### config.mk
export PLATFORM = sky130hd
export DESIGN_NAME = sadc_control
export DESIGN_NICKNAME = d
export VERILOG_FILES = /design/src/rtl/sadc_pkg.sv /design/src/rtl/sadc_control.sv
export SDC_FILE = /design/constraint.sdc
export NUM_CORES = 1
export LEC_CHECK = 0
export BUFFER_PORTS_ARGS = -buffer_cell sky130_fd_sc_hd__buf_2
export CORE_MARGIN = 4
export CORE_UTILIZATION = 50
export CTS_BUF_LIST = sky130_fd_sc_hd__clkbuf_4
export CTS_CLUSTER_SIZE = 20
export DETAILED_ROUTE_END_ITERATION = 10
export PLACE_DENSITY = 0.72
export SETUP_SLACK_MARGIN = 0.15
export SYNTH_ARGS = -nofsm -noshare
export SYNTH_HDL_FRONTEND = slang
export SYNTH_SLANG_ARGS = --single-unit
### constraint.sdc
create_clock -name clk -period 4.15 [get_ports clk]
set_clock_uncertainty 0.1 [all_clocks]
set_input_delay 0.83 -clock clk [delete_from_list [all_inputs] [get_ports clk]]
set_output_delay 0.83 -clock clk [all_outputs]
set_load 0.01 [all_outputs]
### src/rtl/sadc_pkg.sv
// Constants, types and register map of the successive-approximation
// converter control block.
// Assumes a single 8 MHz clock that also stands in for the oscillator.
package sadc_pkg;

	localparam int          ADDR_W            = 8;
	localparam int          DATA_W            = 8;
	localparam int          RESULT_BITS       = 8;

	// Register byte addresses
	localparam logic [7:0]  RESULT_ADDR       = 8'hd0;
	localparam logic [7:0]  CTRL_ADDR         = 8'hd1;
	localparam logic [7:0]  IRQ_STATUS_ADDR   = 8'hd8;
	localparam logic [7:0]  IRQ_MASK_ADDR     = 8'hd9;

	// Control register fields
	localparam int          CTRL_IE_BIT       = 7;
	localparam int          CTRL_EOC_BIT      = 6;
	localparam int          CTRL_START_BIT    = 5;
	localparam int          CTRL_PWR_BIT      = 4;
	localparam logic [7:0]  CTRL_RESET        = 8'h40;

	// Interrupt status fields
	localparam int          IRQ_DONE_BIT      = 0;
	localparam int          IRQ_ABORT_BIT     = 1;
	localparam logic [7:0]  IRQ_MASK_RESET    = 8'h03;
	localparam logic [7:0]  IRQ_STATUS_RESET  = 8'h00;

	// Timing: oscillator divided by twelve, about 70 us per conversion
	localparam int          DIV_RATIO         = 12;
	localparam int          CONV_TIME_NS      = 70000;
	localparam int          OSC_FREQ_MHZ      = 8;
	localparam int          OSC_PERIOD_NS     = 1000 / OSC_FREQ_MHZ;
	localparam int          CONV_TICKS        =
		CONV_TIME_NS / (OSC_PERIOD_NS * DIV_RATIO);
	localparam int          BIT_TICKS         = CONV_TICKS / RESULT_BITS;
	localparam int          SAMPLE_TICKS      =
		CONV_TICKS - BIT_TICKS * RESULT_BITS;

	typedef enum logic [1:0] {
		SADC_IDLE   = 2'b00,
		SADC_SAMPLE = 2'b01,
		SADC_BITS   = 2'b11
	} sadc_state_t;

	typedef struct packed {
		logic [ADDR_W-1:0] addr;
		logic [DATA_W-1:0] wdata;
		logic              wr;
		logic              rd;
	} sadc_bus_req_t;

	typedef struct packed {
		logic [RESULT_BITS-1:0] code;
		logic                   power_on;
		logic                   active;
	} sadc_analog_t;

endpackage

### src/rtl/sadc_control.sv
// Control and sequencing of the 8-bit successive-approximation converter.
// Assumes an external comparator (high when input is above the trial code)
// and a register master that never waits.
`timescale 1ns/1ps
module sadc_control (
	input  wire logic                   clk,
	input  wire logic                   rst_n,
	input  wire sadc_pkg::sadc_bus_req_t bus_req,
	output logic [sadc_pkg::DATA_W-1:0]  rdata,
	input  wire logic                   cmp_above,
	input  wire logic                   cpu_wait,
	output sadc_pkg::sadc_analog_t       analog,
	output logic                        irq
);
	import sadc_pkg::*;

	sadc_state_t          state_reg;
	logic [2:0]           phase_reg;
	logic [2:0]           bit_idx_reg;
	logic [7:0]           trial_reg;
	logic [7:0]           result_reg;
	logic [3:0]           div_reg;
	logic                 tick;
	logic                 completion_irq_enable_reg;
	logic                 eoc_reg;
	logic                 converter_power_select_reg;
	logic [7:0]           irq_status_reg;
	logic [7:0]           irq_mask_reg;
	logic [7:0]           rdata_next;
	logic                 cmp_meta_reg;
	logic                 cmp_sync_reg;
	logic                 ctrl_wr;
	logic                 start_go;
	logic                 step_end;
	logic                 finish;
	logic                 abort;
	logic [7:0]           kept;
	logic [5:0]           conv_ticks_reg;

	function automatic logic [7:0] bit_mask(input logic [2:0] idx);
		bit_mask = 8'h01 << idx;
	endfunction

	// Comparator comes from the analog side
	always_ff @(posedge clk) begin
		if (!rst_n) begin
			cmp_meta_reg <= 1'b0;
			cmp_sync_reg <= 1'b0;
		end else begin
			cmp_meta_reg <= cmp_above;
			cmp_sync_reg <= cmp_meta_reg;
		end
	end

	// Free-running divide-by-twelve step enable
	always_ff @(posedge clk) begin
		if (!rst_n) begin
			div_reg <= 4'h0;
		end else if (div_reg == 4'(DIV_RATIO - 1)) begin
			div_reg <= 4'h0;
		end else begin
			div_reg <= div_reg + 4'h1;
		end
	end
	assign tick = (div_reg == 4'(DIV_RATIO - 1));

	assign ctrl_wr  = bus_req.wr && (bus_req.addr == CTRL_ADDR);
	// Start needs power already on
	assign start_go = ctrl_wr && bus_req.wdata[CTRL_START_BIT] &&
		converter_power_select_reg;
	assign step_end = tick && (state_reg == SADC_BITS) &&
		(phase_reg == 3'(BIT_TICKS - 1));
	assign finish   = step_end && (bit_idx_reg == 3'h0) && !start_go &&
		converter_power_select_reg;
	assign abort    = start_go && (state_reg != SADC_IDLE);
	assign kept     = cmp_sync_reg ? trial_reg :
		(trial_reg & ~bit_mask(bit_idx_reg));

	// Sequencer; wait state has no effect on it
	always_ff @(posedge clk) begin
		if (!rst_n) begin
			state_reg   <= SADC_IDLE;
			phase_reg   <= 3'h0;
			bit_idx_reg <= 3'h7;
			trial_reg   <= 8'h00;
		end else if (start_go) begin
			state_reg   <= SADC_SAMPLE;
			phase_reg   <= 3'h0;
			bit_idx_reg <= 3'h7;
			trial_reg   <= 8'h00;
		end else if (!converter_power_select_reg) begin
			state_reg   <= SADC_IDLE;
			phase_reg   <= 3'h0;
			trial_reg   <= 8'h00;
		end else if (tick) begin
			unique case (state_reg)
				SADC_IDLE: begin
					phase_reg <= 3'h0;
				end
				SADC_SAMPLE: begin
					if (phase_reg == 3'(SAMPLE_TICKS - 1)) begin
						state_reg <= SADC_BITS;
						phase_reg <= 3'h0;
						trial_reg <= bit_mask(3'h7);
					end else begin
						phase_reg <= phase_reg + 3'h1;
					end
				end
				SADC_BITS: begin
					if (phase_reg != 3'(BIT_TICKS - 1)) begin
						phase_reg <= phase_reg + 3'h1;
					end else if (bit_idx_reg == 3'h0) begin
						state_reg <= SADC_IDLE;
						phase_reg <= 3'h0;
						trial_reg <= kept;
					end else begin
						phase_reg   <= 3'h0;
						bit_idx_reg <= bit_idx_reg - 3'h1;
						trial_reg   <= kept |
							bit_mask(bit_idx_reg - 3'h1);
					end
				end
			endcase
		end
	end

	// Result only moves at the final step; reset wins over it
	always_ff @(posedge clk) begin
		if (rst_n && finish) begin
			result_reg <= kept;
		end
	end

	// Control register
	always_ff @(posedge clk) begin
		if (!rst_n) begin
			completion_irq_enable_reg  <= CTRL_RESET[CTRL_IE_BIT];
			converter_power_select_reg <= CTRL_RESET[CTRL_PWR_BIT];
		end else if (ctrl_wr) begin
			completion_irq_enable_reg  <= bus_req.wdata[CTRL_IE_BIT];
			converter_power_select_reg <= bus_req.wdata[CTRL_PWR_BIT];
		end
	end

	// Completion flag; a restart in the finishing cycle wins
	always_ff @(posedge clk) begin
		if (!rst_n) begin
			eoc_reg <= CTRL_RESET[CTRL_EOC_BIT];
		end else if (ctrl_wr && bus_req.wdata[CTRL_START_BIT]) begin
			eoc_reg <= 1'b0;
		end else if (finish) begin
			eoc_reg <= 1'b1;
		end
	end

	// Sticky event bits, cleared by reading; a new event wins
	always_ff @(posedge clk) begin
		if (!rst_n) begin
			irq_status_reg <= IRQ_STATUS_RESET;
		end else begin
			irq_status_reg <= ((bus_req.rd &&
				bus_req.addr == IRQ_STATUS_ADDR) ? 8'h00 : irq_status_reg)
				| (8'(finish) << IRQ_DONE_BIT)
				| (8'(abort) << IRQ_ABORT_BIT);
		end
	end

	always_ff @(posedge clk) begin
		if (!rst_n) begin
			irq_mask_reg <= IRQ_MASK_RESET;
		end else if (bus_req.wr && bus_req.addr == IRQ_MASK_ADDR) begin
			irq_mask_reg <= bus_req.wdata;
		end
	end

	// Level request, ungated by wait so it can end the wait state
	assign irq = completion_irq_enable_reg &&
		|(irq_status_reg & irq_mask_reg);

	always_comb begin
		rdata_next = 8'h00;
		if (bus_req.rd) begin
			unique case (bus_req.addr)
				RESULT_ADDR:     rdata_next = result_reg;
				CTRL_ADDR:       rdata_next = {
					completion_irq_enable_reg, eoc_reg, 1'b0,
					converter_power_select_reg, 4'h0};
				IRQ_STATUS_ADDR: rdata_next = irq_status_reg;
				IRQ_MASK_ADDR:   rdata_next = irq_mask_reg;
				default:         rdata_next = 8'h00;
			endcase
		end
	end

	always_ff @(posedge clk) begin
		if (!rst_n) begin
			rdata <= 8'h00;
		end else begin
			rdata <= rdata_next;
		end
	end

	assign analog.code     = trial_reg;
	assign analog.power_on = converter_power_select_reg;
	assign analog.active   = (state_reg != SADC_IDLE);

	// Ticks spent in the current conversion, for checking only
	always_ff @(posedge clk) begin
		if (!rst_n || start_go) begin
			conv_ticks_reg <= 6'h00;
		end else if (tick && state_reg != SADC_IDLE) begin
			conv_ticks_reg <= conv_ticks_reg + 6'h01;
		end
	end

	property p_start_clears_eoc;
		@(posedge clk) disable iff (!rst_n)
		ctrl_wr && bus_req.wdata[CTRL_START_BIT] |=> !eoc_reg;
	endproperty
	a_start_clears_eoc: assert property (p_start_clears_eoc)
		else $error("start write did not clear completion flag");

	property p_eoc_on_finish;
		@(posedge clk) disable iff (!rst_n)
		finish |=> eoc_reg && !analog.active && result_reg == $past(kept);
	endproperty
	a_eoc_on_finish: assert property (p_eoc_on_finish)
		else $error("completion flag or result missing after finish");

	property p_start_reads_zero;
		@(posedge clk) disable iff (!rst_n)
		bus_req.rd && bus_req.addr == CTRL_ADDR |=>
			rdata[CTRL_START_BIT] == 1'b0 && rdata[3:0] == 4'h0;
	endproperty
	a_start_reads_zero: assert property (p_start_reads_zero)
		else $error("start bit read back as one");

	property p_irq_masked;
		@(posedge clk) disable iff (!rst_n)
		!completion_irq_enable_reg |-> !irq;
	endproperty
	a_irq_masked: assert property (p_irq_masked)
		else $error("interrupt raised with enable clear");

	property p_irq_on_done;
		@(posedge clk) disable iff (!rst_n)
		finish && completion_irq_enable_reg &&
			irq_mask_reg[IRQ_DONE_BIT] && !ctrl_wr
			|=> irq;
	endproperty
	a_irq_on_done: assert property (p_irq_on_done)
		else $error("no interrupt after enabled completion");

	property p_result_hold;
		@(posedge clk) disable iff (!rst_n)
		!finish |=> $stable(result_reg);
	endproperty
	a_result_hold: assert property (p_result_hold)
		else $error("result changed outside final step");

	property p_power_idle;
		@(posedge clk) disable iff (!rst_n)
		!converter_power_select_reg |=> !analog.active;
	endproperty
	a_power_idle: assert property (p_power_idle)
		else $error("converter active while powered down");

	property p_no_self_start;
		@(posedge clk) disable iff (!rst_n)
		state_reg == SADC_IDLE && !start_go |=> state_reg == SADC_IDLE;
	endproperty
	a_no_self_start: assert property (p_no_self_start)
		else $error("conversion started without a start write");

	property p_restart;
		@(posedge clk) disable iff (!rst_n)
		abort |=> state_reg == SADC_SAMPLE && conv_ticks_reg == 6'h00
			&& bit_idx_reg == 3'h7;
	endproperty
	a_restart: assert property (p_restart)
		else $error("start during conversion did not restart");

	property p_tick_spacing;
		@(posedge clk) disable iff (!rst_n)
		tick |=> !tick [*8];
	endproperty
	a_tick_spacing: assert property (p_tick_spacing)
		else $error("step enable faster than divide by twelve");

	property p_conv_length;
		@(posedge clk) disable iff (!rst_n)
		finish |-> conv_ticks_reg == 6'(CONV_TICKS - 1);
	endproperty
	a_conv_length: assert property (p_conv_length)
		else $error("conversion length differs from parameter");

	property p_reset_value;
		@(posedge clk)
		!rst_n |=> eoc_reg && !completion_irq_enable_reg &&
			!converter_power_select_reg && !analog.active;
	endproperty
	a_reset_value: assert property (p_reset_value)
		else $error("control not at reset value");

	property p_result_read;
		@(posedge clk) disable iff (!rst_n)
		bus_req.rd && bus_req.addr == RESULT_ADDR |=>
			rdata == $past(result_reg);
	endproperty
	a_result_read: assert property (p_result_read)
		else $error("result register read back wrong");

	property p_ctrl_read;
		@(posedge clk) disable iff (!rst_n)
		bus_req.rd && bus_req.addr == CTRL_ADDR |=>
			rdata[CTRL_EOC_BIT] == $past(eoc_reg) &&
			rdata[CTRL_IE_BIT] == $past(completion_irq_enable_reg) &&
			rdata[CTRL_PWR_BIT] == $past(converter_power_select_reg);
	endproperty
	a_ctrl_read: assert property (p_ctrl_read)
		else $error("control register read back wrong");

	property p_status_clear;
		@(posedge clk) disable iff (!rst_n)
		bus_req.rd && bus_req.addr == IRQ_STATUS_ADDR && !finish && !abort
			|=> irq_status_reg == 8'h00;
	endproperty
	a_status_clear: assert property (p_status_clear)
		else $error("status not cleared by its read");

	property p_abort_flag;
		@(posedge clk) disable iff (!rst_n)
		abort |=> irq_status_reg[IRQ_ABORT_BIT];
	endproperty
	a_abort_flag: assert property (p_abort_flag)
		else $error("restart event not recorded");

	property p_power_write;
		@(posedge clk) disable iff (!rst_n)
		ctrl_wr |=> converter_power_select_reg ==
			$past(bus_req.wdata[CTRL_PWR_BIT]);
	endproperty
	a_power_write: assert property (p_power_write)
		else $error("power select did not follow write");

	property p_start_begins;
		@(posedge clk) disable iff (!rst_n)
		start_go |=> analog.active && analog.code == 8'h00 &&
			bit_idx_reg == 3'h7;
	endproperty
	a_start_begins: assert property (p_start_begins)
		else $error("start write did not begin a conversion");

	property p_first_trial;
		@(posedge clk) disable iff (!rst_n)
		$rose(state_reg == SADC_BITS) |-> analog.code == 8'h80;
	endproperty
	a_first_trial: assert property (p_first_trial)
		else $error("first trial code is not the top bit");

	property p_eoc_held;
		@(posedge clk) disable iff (!rst_n)
		eoc_reg && !(ctrl_wr && bus_req.wdata[CTRL_START_BIT]) |=> eoc_reg;
	endproperty
	a_eoc_held: assert property (p_eoc_held)
		else $error("completion flag cleared without a start write");

	property p_eoc_only_finish;
		@(posedge clk) disable iff (!rst_n)
		!eoc_reg && !finish |=> !eoc_reg;
	endproperty
	a_eoc_only_finish: assert property (p_eoc_only_finish)
		else $error("completion flag set without a finished conversion");

	c_full_conversion: cover property (@(posedge clk) disable iff (!rst_n)
		finish && irq_mask_reg[IRQ_DONE_BIT]);
	c_restart: cover property (@(posedge clk) disable iff (!rst_n)
		abort);
	c_wait_wakeup: cover property (@(posedge clk) disable iff (!rst_n)
		cpu_wait && finish && completion_irq_enable_reg);
	c_status_read: cover property (@(posedge clk) disable iff (!rst_n)
		bus_req.rd && bus_req.addr == IRQ_STATUS_ADDR && irq);
	c_power_abort: cover property (@(posedge clk) disable iff (!rst_n)
		analog.active && ctrl_wr && !bus_req.wdata[CTRL_PWR_BIT]);

endmodule // sadc_control

==> results.yml <==
final_layout:
  n_antenna_cell: 0
  mostFrequentLayoutCells: "43 x dfxtp_1, 39 x buf_2, 28 x nand2_1"
  multiInputGateArea_sq_um: 1170
  regArea_sq_um: 1100
  drive_above_1_share_pct: 18.1
  synthToLayoutAreaGrowth_pct: 10.4
  fillers: 386
  fin_cells: 345
  nets: 324
  final_common_cell: "dfxtp_1"
power_and_ir_drop:
  p_leak_uw: 0.00105
  p_int_uw: 583
  power_uw: 754
  combPwrFrac_pct: 4.7
  powerDensity_nw_per_um2: 287
  seqPwrFrac_pct: 67.1
  vdd_drop_max_mv: 0.122
  swShare_pct: 22.7
  pwr-share-clk_pct: 28.1
  p_switching_uw: 171
setup_path:
  regToRegEndpoint: "result_reg[4]$_DFFE_PP_"
  crit_type: "flop to flop"
  r2r_setup_slack_ps: 1720
  crit_arrival_ps: 2340
  cp-end-kind: "flop"
  cp-start-kind: "flop"
  crit_path_max_fanout: 11
  r2r-start: "div_reg[0]$_SDFF_PP0_"
  crit_required_ps: 4070
  r2r_cells: 5
placed_design:
  io_buffers: 39
  placed_cells: 337
  routabilityCongestion: 0.811
  detailed_place_hpwl_mm: 3.47
drt:
  routed.top_layer: "met4"
  drt-wirelength-per-cell_microns: 13.7
  drcViolationCount: 0
  num_vias: 1875
  wl_met2_mm: 1.98
  dr.pass1.iters: 4
  met3_length_microns: 300
  initialDrtViolationCount: 68
  via_per_inst: 5.43
  wl_met1_mm: 2.35
  wl_mm: 4.74
  drt.antenna.violating_nets: 0
sta:
  slew_viol_final: 0
  fmax_mhz: 412
  slew_headroom_pct: 59.0
  final_hold_viol_count: 0
  fin_crit_ps: 2430
  finalCritPeriodShare_pct: 58.5
  fin_setup_tns_ps: 0
  worst_slew_pin_slew_ps: 615
  setup_violations: 0
  rsz0062_at_grt: "no"
floorplan:
  coreArea_sq_um: 4470
  die_x_microns: 77.0
  die_area_sq_um: 5920
  rows: 24
  die_h_microns: 77.0
  io_pins: 41
  initial_core_util_pct: 53.2
min_path:
  hp-start: "cmp_meta_reg$_SDFF_PN0_"
  whs_endpoint: "cmp_sync_reg$_SDFF_PN0_"
  hold_class: "flop to flop"
  whs_path_depth: 1
synthesis:
  synth_top_area_cell: "dfxtp_1"
  synth_fp_nets: 292
  seq_area_frac_synth_pct: 46.3
  synth-main-ff-cell: "dfxtp_1"
  synth_area_sq_um: 2380
  synth_area_per_cell_sq_um: 9.15
  yosys.area.top_type_share_pct: 36.2
  yosysUniqueCellTypes: 42
  syn_inst: 260
  synth_seq_cells: 51
  synth-edff-count: 8
  ys_async_sr_fraction_pct: 0
  synth_area_leaders: "dfxtp_1 36%, edfxtp_1 10%, ha_1 5.3%"
  yosys_warnings: 0
clocking:
  clk_transition_reported_paths_ps: 140
  ctsResizeCount: 0
  cts_max_level: 2
  cts_hold_buffers: 0
  cts_setup_buffers: 0
  numCtsBuffers: 5
  insertion_delay_ps: 360
  cts_tree: "yes"
  cts_buffer_depth: 2
  cts.sinks: 51
  root_buffer: "clkbuf_4"
global_routing:
  grt_max_degree: 29
  grt.overflow.total: 0
  grt_pass1_wl_mm: 7.91
  grt_usage_pct: 16.4
  antenna_found_initial: 0
  grt_pass1_vias: 1742
run:
  cap_viol_max_count: 0
status:
  outcome: "finished clean"
-- power by group through the flow --
stage               Sequential [uW]  Combinational, uW  Clock [uW]
finish                          506               35.8         212
global route                    507               40.0         249
CTS                             506               35.8         223
detailed placement              517               35.7           0
global placement                517               35.4           0
floorplan                       517               22.8           0
-- per-stage QoR --
step	instance area [sq um]	utilization [%]	setup WS, ps	hold WS, ps
finish	2630	58.7	1720	344
floorplan	2380	-	1730	312
CTS	2630	58.7	1710	353
global route	2630	58.7	1610	378
global placement	2570	57.5	1320	316
detailed placement	2570	57.5	1320	324
-- synth_stat cells (all sizes together), types with 2 or more instances --
library cell / number
inv: 10
buf: 6
nor2b: 9
nand4: 7
nand3: 12
mux2: 3
nor3: 2
nor2: 20
xnor2: 2
nand2: 28
dfxtp: 43
and2: 7
mux2i: 6
a31oi: 4
and3: 3
o21ai: 19
o21a: 6
ha: 10
clkbuf: 9
nand2b: 2
a22oi: 6
nor3b: 2
a21boi: 6
a21oi: 16
nand3b: 3
edfxtp: 8
-- cells by family after synthesis --
| kind of cell | after synthesis | share of synthesized area, % |
|---|---|---|
| and+or+nand+nor | 99 | 22.4 |
| AOI/OAI and AO/OA | 64 | 16.7 |
| DFF | 51 | 46.3 |
| buffers and inverters | 25 | 4.68 |
| adders and majority gates | 10 | 5.26 |
| muxes | 9 | 3.95 |
| xor gates and xnor gates | 2 | 0.737 |
-- routing by layer --
layer / up-vias / track usage [%]
li1: 979 / -
met1: 827 / 21.7
met2: 57 / 25.3
met3: 12 / 4.10
met4: 0 / 6.94
met5: - / 0
-- worst max-delay path, stage by stage, from the launching register on --
cell     delay (ps)
dfxtp_1         380
ha_1            240
and4b_1         380
and2_1          390
nand2_1         110
nor2_1          470
-- final cells by class --
type | count | area share [%]
Clock buffer | 5 | 1.43
Clock inverter | 3 | 0.572
Inverter | 10 | 1.43
Multi-Input combinational cell | 184 | 44.4
Sequential cell | 51 | 41.9
Tap cell | 52 | 2.48
Timing Repair Buffer | 40 | 7.72
-- worst max path at each step --
stage	startpoint	to	slack [ps]	cells after the start
floorplan	rst_n	result_reg[0]$_DFFE_PP_	1730	5
global placement	bus_req[12]	result_reg[3]$_DFFE_PP_	1320	5
detailed placement	bus_req[12]	result_reg[1]$_DFFE_PP_	1320	5
CTS	div_reg[0]$_SDFF_PP0_	result_reg[2]$_DFFE_PP_	1710	5
global route	div_reg[0]$_SDFF_PP0_	result_reg[0]$_DFFE_PP_	1610	5
finish	div_reg[0]$_SDFF_PP0_	result_reg[4]$_DFFE_PP_	1720	5
Power figures use the tool's default switching activity.
